===== config.mk =====
export PLATFORM = sky130hd
export DESIGN_NAME = lmx_exec
export DESIGN_NICKNAME = d
export VERILOG_FILES = /design/src/lmx_pkg.sv /design/src/lmx_exec.sv
export SDC_FILE = /design/constraint.sdc
export NUM_CORES = 1
export LEC_CHECK = 0
export BUFFER_PORTS_ARGS = -buffer_cell sky130_fd_sc_hd__buf_2
export CAP_MARGIN = 5
export CORE_MARGIN = 4
export CORE_UTILIZATION = 43
export CTS_CLUSTER_SIZE = 12
export DETAILED_ROUTE_END_ITERATION = 12
export PLACE_DENSITY = 0.71
export SKIP_CTS_REPAIR_TIMING = 1
export SLEW_MARGIN = 10
export SYNTH_ARGS = -nofsm -noshare
export SYNTH_HDL_FRONTEND = slang
export SYNTH_SLANG_ARGS = --single-unit

===== constraint.sdc =====
create_clock -name clk_in -period 1.9 [get_ports clk_in]
set_input_delay 0.095 -clock clk_in [delete_from_list [all_inputs] [get_ports clk_in]]
set_output_delay 0.095 -clock clk_in [all_outputs]
set_load 0.05 [all_outputs]

===== src/lmx_pkg.sv =====
// Purpose: constants for the logic/move instruction executor
// Assumes: 12-bit instruction words, 8-bit data path
// Notes:   opcode patterns are matched under masks
package lmx_pkg;
  localparam int          LMX_IW       = 12;
  localparam int          LMX_DW       = 8;
  localparam int          LMX_AW       = 5;
  localparam int          LMX_DBIT     = 5;
  // opcode masks and patterns
  localparam logic [11:0] LMX_M_LIT    = 12'hf00;
  localparam logic [11:0] LMX_P_ORLIT  = 12'hd00;
  localparam logic [11:0] LMX_P_LDLIT  = 12'hc00;
  localparam logic [11:0] LMX_M_FD     = 12'hfc0;
  localparam logic [11:0] LMX_P_ORF    = 12'h100;
  localparam logic [11:0] LMX_P_MOVE_FILE   = 12'h200;
  localparam logic [11:0] LMX_M_ST     = 12'hfe0;
  localparam logic [11:0] LMX_P_ST     = 12'h020;
  localparam logic [11:0] LMX_W_NOP    = 12'h000;
  localparam logic [11:0] LMX_W_TCFG   = 12'h002;
  localparam logic [7:0]  LMX_ACC_RST  = 8'h00;
  localparam logic [7:0]  LMX_TCFG_RST = 8'hff;
  localparam logic [7:0]  LMX_ZERO     = 8'h00;
  typedef enum {LMX_NOP, LMX_ORLIT, LMX_LDLIT, LMX_ORF, LMX_MOVE_FILE, LMX_ST, LMX_TCFG,
                LMX_OTHER} lmx_op_t;
endpackage : lmx_pkg


===== src/lmx_exec.sv =====
// Purpose: execute seven logic/move instruction words in one cycle each
// Assumes: instr_valid_in marks one fetched word per clock; file reads are combinational
// Notes:   other opcodes are ignored here
`timescale 1ns/100ps
// Functional notes
// RULE_01 - or-literal ORs the accumulator with the low byte, writes the accumulator, sets zero flag.
// RULE_02 - or-with-file ORs accumulator with the addressed file, steered by d, sets zero flag.
// RULE_03 - with d clear the result goes to the accumulator and the file is untouched.
// RULE_04 - with d set the result goes back to the file and the accumulator is untouched.
// RULE_05 - move-file copies the file to accumulator or itself per d and sets zero flag from it.
// RULE_06 - move-file with d set still updates the zero flag so software can test for zero.
// RULE_07 - store writes the accumulator to the addressed file and leaves flags alone.
// RULE_08 - timer-config load copies the accumulator to the timer config register in one cycle.
// RULE_09 - load-literal puts the low byte in the accumulator in one cycle, flags unchanged.
// RULE_10 - the all-zero word changes nothing.
module lmx_exec
  import lmx_pkg::*;
#(
  parameter int DW = LMX_DW,
  parameter int AW = LMX_AW
) (
  input  wire logic              clk_in,
  input  wire logic              rst_in,
  input  wire logic              instr_valid_in,
  input  wire logic [LMX_IW-1:0] instr_in,
  input  wire logic [DW-1:0]     file_rdata_in,
  output logic      [AW-1:0]     file_addr_out,
  output logic      [DW-1:0]     file_wdata_out,
  output logic                   file_we_out,
  output logic      [DW-1:0]     acc_out,
  output logic                   zero_flag_out,
  output logic      [DW-1:0]     timer_cfg_out
);

  // ==========================================================
  // parameter check
  if (DW != LMX_DW || AW != LMX_AW) begin : g_width_check
    $error("lmx_exec: unsupported width");
  end

  // ==========================================================
  // decode
  function automatic lmx_op_t lmx_decode(input logic [LMX_IW-1:0] w);
    lmx_op_t op;
    op = LMX_OTHER;
    if (w == LMX_W_NOP)                       op = LMX_NOP;
    else if (w == LMX_W_TCFG)                 op = LMX_TCFG;
    else if ((w & LMX_M_LIT) == LMX_P_ORLIT)  op = LMX_ORLIT;
    else if ((w & LMX_M_LIT) == LMX_P_LDLIT)  op = LMX_LDLIT;
    else if ((w & LMX_M_FD) == LMX_P_ORF)     op = LMX_ORF;
    else if ((w & LMX_M_FD) == LMX_P_MOVE_FILE)    op = LMX_MOVE_FILE;
    else if ((w & LMX_M_ST) == LMX_P_ST)      op = LMX_ST;
    return op;
  endfunction : lmx_decode

  lmx_op_t         op;
  logic [DW-1:0]   lit;
  logic [AW-1:0]   faddr;
  logic            dbit;
  logic [DW-1:0]   acc_ff,    nxt_acc;
  logic            zf_ff,     nxt_zf;
  logic [DW-1:0]   tcfg_ff,   nxt_tcfg;
  logic [AW-1:0]   fa_ff,     nxt_fa;
  logic [DW-1:0]   fwd_ff,    nxt_fwd;
  logic            fwe_ff,    nxt_fwe;
  logic [DW-1:0]   res;

  assign op    = instr_valid_in ? lmx_decode(instr_in) : LMX_NOP;
  assign lit   = instr_in[DW-1:0];
  assign faddr = instr_in[AW-1:0];
  assign dbit  = instr_in[LMX_DBIT];

  // ==========================================================
  // execute
  always_comb begin
    nxt_acc  = acc_ff;
    nxt_zf   = zf_ff;
    nxt_tcfg = tcfg_ff;
    nxt_fa   = instr_valid_in ? faddr : fa_ff;
    nxt_fwd  = fwd_ff;
    nxt_fwe  = 1'b0;
    res      = LMX_ZERO;
    case (op)
      LMX_ORLIT: begin
        res     = acc_ff | lit;                          // RULE_01
        nxt_acc = res;
        nxt_zf  = (res == LMX_ZERO);
      end
      LMX_LDLIT: begin
        nxt_acc = lit;                                   // RULE_09
      end
      LMX_ORF, LMX_MOVE_FILE: begin
        res    = (op == LMX_ORF) ? (acc_ff | file_rdata_in) : file_rdata_in; // RULE_02 RULE_05
        nxt_zf = (res == LMX_ZERO);                      // RULE_06
        if (dbit) begin
          nxt_fwd = res;                                 // RULE_04
          nxt_fwe = 1'b1;
        end else begin
          nxt_acc = res;                                 // RULE_03
        end
      end
      LMX_ST: begin
        nxt_fwd = acc_ff;                                // RULE_07
        nxt_fwe = 1'b1;
      end
      LMX_TCFG: begin
        nxt_tcfg = acc_ff;                               // RULE_08
      end
      LMX_NOP: begin
        nxt_acc = acc_ff;                                // RULE_10
      end
      default: begin
        nxt_acc = acc_ff;
      end
    endcase
  end

  always_ff @(posedge clk_in or posedge rst_in) begin
    if (rst_in) begin
      acc_ff  <= LMX_ACC_RST;
      zf_ff   <= 1'b0;
      tcfg_ff <= LMX_TCFG_RST;
      fa_ff   <= '0;
      fwd_ff  <= LMX_ZERO;
      fwe_ff  <= 1'b0;
    end else begin
      acc_ff  <= nxt_acc;
      zf_ff   <= nxt_zf;
      tcfg_ff <= nxt_tcfg;
      fa_ff   <= nxt_fa;
      fwd_ff  <= nxt_fwd;
      fwe_ff  <= nxt_fwe;
    end
  end

  // file read address is combinational from the word; write port is registered
  assign file_addr_out  = instr_valid_in ? faddr : fa_ff;
  assign file_wdata_out = fwd_ff;
  assign file_we_out    = fwe_ff;
  assign acc_out        = acc_ff;
  assign zero_flag_out  = zf_ff;
  assign timer_cfg_out  = tcfg_ff;

  // ==========================================================
  // assertions
  wire v_orlit = instr_valid_in && (lmx_decode(instr_in) == LMX_ORLIT);
  wire v_ldlit = instr_valid_in && (lmx_decode(instr_in) == LMX_LDLIT);
  wire v_orf   = instr_valid_in && (lmx_decode(instr_in) == LMX_ORF);
  wire v_move_file  = instr_valid_in && (lmx_decode(instr_in) == LMX_MOVE_FILE);
  wire v_st    = instr_valid_in && (lmx_decode(instr_in) == LMX_ST);
  wire v_tcfg  = instr_valid_in && (lmx_decode(instr_in) == LMX_TCFG);
  wire v_nop   = !instr_valid_in || (lmx_decode(instr_in) == LMX_NOP);
  wire v_other = instr_valid_in && (lmx_decode(instr_in) == LMX_OTHER);
  wire v_write = v_st || ((v_orf || v_move_file) && dbit);
  wire v_accw  = v_orlit || v_ldlit || ((v_orf || v_move_file) && !dbit);
  wire v_zupd  = v_orlit || v_orf || v_move_file;
endmodule : lmx_exec


# == After elaboration in Yosys (flattened, before gate mapping) ==
# Index checks and enable logic that the tools add are counted.
# word_totals
in_bits,23
rom_bits,0
latchBits,0
ramBits,0
ff_bits,31
wordCells,49
output_inout_bits,31
n_memories,0
# op_classes
eq_ne,15
add_sub_neg,0
n_bitwise,2
shifts,0
reduce_logical,9
magnitude_cmp,0
multipliers,0
div,0
mux,17
# op_table
cell,n
$mux 32,7
$eq 32x3->1 const B,4
$eq 32x2->1 const B,2
$eq 32x1->1 const B,1
$mux 8,3
$pmux 8 s3,1
$logic_not 8->1,2
$or 8x8->8,2
$pmux 8 s2,1
$eq 12x2->1 const B,1
$logic_not 12->1,1
$eq 4x4->1 const B,2
$eq 7x1->1 const B,1
$eq 6x3->1 const B,1
$eq 6x4->1 const B,1
$mux 5,1
$ne 2x2->1 const B,2
$pmux 1 s2,2
$reduce_and 2->1,2
$reduce_bool 2->1,2
$reduce_bool 3->1,1
$mux 2,1
$reduce_or 2->1,1
$mux 1,1

# == Longest topological paths before layout ==
# depth
word_depth,13
mapped_depth,6
ltp_nobuf,4

# == Worst setup path before layout ==
# OpenSTA, ideal clock, no wires.
# synth_path
kind,input -> register
from,input instr_in[7]
to,register tcfg_ff[0] (netlist: timer_cfg_out[0])
t_required_ps,1818
setup_time_ps,82
arrival_time_ps,1699
cell_stages,5
setup_slack_ps,119
n_path_buf,2
path_cell_list,or4_1 buf_2 or4_4 buf_6 mux2_4
# synth_between
elab_chain_cells,10
word_cells_on_any_way,14
cone_classes,eq/ne (5); mux (8); reduce/logical (1)
# synth_rtl
item,line_no,rtl
"start, declared",lmx_exec.sv:25,"input wire logic [LMX_IW-1:0] instr_in,"
$eq 7x1->1,-,
$mux 2,-,
$mux 32 (5 in series),-,
$mux 32 (*),-,
$mux 32 (*),lmx_exec.sv:68,assign op = instr_valid_in ? lmx_decode(instr_in) : LMX_NOP;
$eq 32x3->1 (*),lmx_exec.sv:83,case (op)
"end signal, assigned",lmx_exec.sv:129,tcfg_ff <= nxt_tcfg;
"end, declared",lmx_exec.sv:62,"logic [DW-1:0] tcfg_ff, nxt_tcfg;"
# Mark *: on every way between the ends. The rest lies on a longest branch, timed or not.
# A chain may end at the register's enable or synchronous reset.

# == Worst setup path in the final report ==
# layout_path
from,register acc_ff[1] (netlist: acc_out[1])
to,register zf_ff (netlist: zero_flag_out)
# layout_between
elab_chain_cells,4
word_cells_on_any_way,6
cone_classes,mux (2); bitwise (2); reduce/logical (2)
# layout_rtl
item,line_no,rtl
"start, declared",lmx_exec.sv:60,"logic [DW-1:0] acc_ff, nxt_acc;"
"start signal, assigned",lmx_exec.sv:127,acc_ff <= nxt_acc;
$or 8x8->8,lmx_exec.sv:93,res = (op == LMX_ORF) ? (acc_ff | file_rdata_in) : file_rdata_in;
$mux 8,lmx_exec.sv:93,
$logic_not 8->1,lmx_exec.sv:94,nxt_zf = (res == LMX_ZERO);
$pmux 1 s2 (*),lmx_exec.sv:83,
"end signal, assigned",lmx_exec.sv:128,zf_ff <= nxt_zf;
"end, declared",lmx_exec.sv:61,"logic zf_ff, nxt_zf;"
# Marks and branches as above.

==> metrics.md <==
| Metric | Value |
|---|---|
| GRT Resource Usage Total | 0.195 |
| Number of max-cap violations | 0 |
| Hold Worst Slack | 130 ps |
| Antenna diode count | 0 |
| Boundary pin count | 54 |
| Number of clock buffers inserted by TritonCTS | 5 |
| Startpoint type of the worst setup path | register |
| Routed wire length per instance | 16.9 um |
| Number of buffers on the longest clock path | 2 |
| Synthesis-stage register bit count | 31 |
| Class of the tightest hold or removal check | input port to register |
| Chip width | 71.5 um |
| Synth Net Count | 196 |
| Total detailed-routing wirelength | 4820 um |
| Mux share of post-synthesis cell area | 0.102 |
| Post-synthesis area per instance | 10.0 sq um |
| Final critical path time including I/O delays and setup | 1650 ps |
| Post-DP HPWL | 3560 um |
| Power density normalized to cell area | 994 nW/um^2 |
| H-Tree Depth | 2 |
| Met2 global-route usage | 0.306 |
| Sort of element at the end of the critical path | register |
| Crit Path Max Fanout | 6 |
| Port Buffers | 53 |
| Start of the worst register-to-register path | acc_out[1]$_DFFE_PP0P_ |
| Compound-Gate Fraction of Synth Area | 0.230 |
| Clock latency at the later pin of the worst-skew pair | 280 ps |
| Effective utilization at floorplan | 0.460 |
| DRT iter0 DRCs | 115 |
| Pleak | 1.06 nW |
| Worst slew margin | 0.615 |
| Sequential area share after synthesis | 0.453 |
| Share of synthesized flip-flops with an asynchronous set or reset | 1.00 |
| Capturing point of the worst reg2reg path | zero_flag_out$_DFFE_PP0P_ |
| Register clock-pin slew on the reported worst setup and hold paths | 70 ps |
| Remaining number of nets flagged by the antenna check after routing | 0 |
| Largest family of logic cells by synthesized area | compound AO/OA/AOI/OAI gates |
| Die height | 71.5 um |
| Global Route met3 Usage | 0.0533 |
| Number of vias in the routed layout | 1709 |
| Number of search-and-repair iterations in the first detailed-routing pass | 4 |
| Gpl congestion | 0.870 |
| Worst path arrival time | 1840 ps |
| First-pass GRT wire length | 7910 um |
| Period utilisation layout | 0.866 |
| Post-layout net count | 260 |
| Final global-route overflow total | 0 |
| Commonest non-fill, non-tap cells in the layout | 53 x sky130_fd_sc_hd__buf_2, 23 x sky130_fd_sc_hd__dfrtp_1, 18 x sky130_fd_sc_hd__o21ai_0, 17 x sky130_fd_sc_hd__nand2_1, 14 x sky130_fd_sc_hd__buf_4 |
| Area share of fa/ha/maj cells after synthesis | 0 |
| Data required time at the worst endpoint | 2100 ps |
| Maximum clock frequency | 608 MHz |
| Setup CP Type | register to register |
| Number of cells on the worst hold path | 2 |
| Final Worst Setup Slack | 254 ps |
| Pre-CTS setup slack | 71.3 ps |
| Slew Limit Fails | 0 |
| Global routing's busiest layer | met2 |
| Worst Clk Skew | 3.67 ps |
| Yosys warns | 0 |
| Transition at the pin with the smallest max-transition slack | 574 ps |
| Final hold violations | 0 |
| Largest vdd supply drop | 0.000736 V |
| Worst Min Path Start | instr_in[2] |
| Worst hold endpoint | fa_ff[2]$_DFF_PP0_ |
| Clock tree from TritonCTS | built |
| XOR/XNOR Fraction of Synth Area | 0.00505 |
| Result of the run | complete, no violations |
| Vias per cell | 5.98 |
| Setup-failing EPs final | 0 |
| Number of sinks driven by the clock tree | 31 |
| Sum of negative setup slack | 0 ps |
| Netlist area before placement | 1730 sq um |
| Yosys cell types | 36 |
| Register-to-Register Setup Slack | 250 ps |
| Number of cells on the worst reg-to-reg path | 4 |
| Gate count of the mapped netlist | 173 |
| Area Overhead vs Synth | 29.3% |
| Unrepaired setup endpoints after global routing | no |
| Primary FF master, synth | sky130_fd_sc_hd__dfrtp_1 |
| Area share of and/or/nand/nor cells after synthesis | 0.172 |
| Commonest non-fill, non-tap cell in the layout | sky130_fd_sc_hd__buf_2 |
| Count of standard-cell rows | 22 |
| Share of layout cells above drive strength 1 | 0.412 |
| Pin count of the biggest net entering global routing | 32 |
| Die Footprint | 5110 sq um |
| Root buffer cell | sky130_fd_sc_hd__clkbuf_8 |
| Vias in the first global route | 1583 |
| Number of enable-type register cells in the synthesized netlist | 0 |
| Number of DRC violations after detailed routing | 0 |
| Met1 global-route usage | 0.274 |
| Initial antenna violation count | 0 |
| Area inside the core boundary | 3770 sq um |
## layer usage
layer	wire length (um)	up-vias	part of all wire
li1	-	793	-
met1	2020	810	0.42
met2	2290	100	0.47
met3	474	6	0.098
met4	36	0	0.0075
met5	0	-	0
## logic make-up (layout without fill, tap and decap cells)
family          count (synthesis)  in the layout
buf+inv                        15             80
simple gates                   55             55
flops                          31             31
compound gates                 58             58
mux                            13             13
xor+xnor                        1              1
## report_power, final
group / internal (mW) / switching [mW] / total (mW) / leakage (nW)
logic: 0.216 / 0.534 / 0.750 / 0.630
clock network: 0.424 / 0.250 / 0.674 / 0.0612
registers: 0.747 / 0.0568 / 0.804 / 0.372
total: 1.39 / 0.841 / 2.23 / 1.06
## worst max path at each step
| stage | end | start | cells past startpoint | slack [ps] |
|---|---|---|---|---|
| after CTS | zero_flag_out$_DFFE_PP0P_ | acc_out[1]$_DFFE_PP0P_ | 4 | 250 |
| after global placement | timer_cfg_out[3]$_DFFE_PP1N_ | instr_in[7] | 4 | 90 |
| after detailed placement | timer_cfg_out[4]$_DFFE_PP1N_ | instr_in[7] | 4 | 70 |
| final | zero_flag_out$_DFFE_PP0P_ | acc_out[1]$_DFFE_PP0P_ | 4 | 250 |
| after floorplan | timer_cfg_out[0]$_DFFE_PP1N_ | instr_in[7] | 5 | 120 |
| after global routing | zero_flag_out$_DFFE_PP0P_ | acc_out[7]$_DFFE_PP0P_ | 4 | 170 |
## sequential cells by signal, indices dropped and copies added (netlist names)
name,count
acc_out,8
file_wdata_out,8
zero_flag_out,1
file_we_out,1
fa_ff,5
timer_cfg_out,8
## final cells by class
cell class,instances,area [sq um]
multi-input combinational,127,883
tap,48,60.1
clock inverter,2,35.0
fill,322,1530
timing repair buffer,68,380
sequential,31,786
clock buffer,6,82.6
inverter,4,15.0
## metrics by stage
step	area (sq um)	cells	utilization	power, mW
6_report	2240	286	0.595	2.23
5_1_grt	2240	286	0.595	2.33
4_1_cts	2230	285	0.592	2.24
3_5_place_dp	2110	277	0.561	1.57
3_3_place_gp	2110	277	0.561	1.56
2_1_floorplan	1730	173	-	1.31
## synth_stat cells, types with 3 or more instances
| master | count | area [sq um] |
|---|---|---|
| sky130_fd_sc_hd__nor4_1 | 10 | 62.6 |
| sky130_fd_sc_hd__inv_1 | 4 | 15.0 |
| sky130_fd_sc_hd__nand3b_1 | 5 | 37.5 |
| sky130_fd_sc_hd__nor3_1 | 4 | 20.0 |
| sky130_fd_sc_hd__a22oi_1 | 8 | 60.1 |
| sky130_fd_sc_hd__dfstp_2 | 8 | 210 |
| sky130_fd_sc_hd__o2bb2ai_1 | 5 | 43.8 |
| sky130_fd_sc_hd__nand2_1 | 17 | 63.8 |
| sky130_fd_sc_hd__mux2_2 | 5 | 56.3 |
| sky130_fd_sc_hd__o22a_1 | 5 | 43.8 |
| sky130_fd_sc_hd__nor2_1 | 7 | 26.3 |
| sky130_fd_sc_hd__nand2b_1 | 3 | 18.8 |
| sky130_fd_sc_hd__dfrtp_1 | 23 | 576 |
| sky130_fd_sc_hd__o22ai_1 | 9 | 56.3 |
| sky130_fd_sc_hd__o21ai_0 | 18 | 90.1 |
| sky130_fd_sc_hd__clkbuf_1 | 8 | 30.0 |
| sky130_fd_sc_hd__mux2_4 | 8 | 120 |
## worst max-delay path: stages, from the launching register on
cell and delay, ps:
sky130_fd_sc_hd__dfrtp_1 450, sky130_fd_sc_hd__nor4_1 310, sky130_fd_sc_hd__nand2_1 130, sky130_fd_sc_hd__or4_1 500
sky130_fd_sc_hd__a2bb2oi_1 170
No activity file was read; power rests on OpenSTA's default activity.
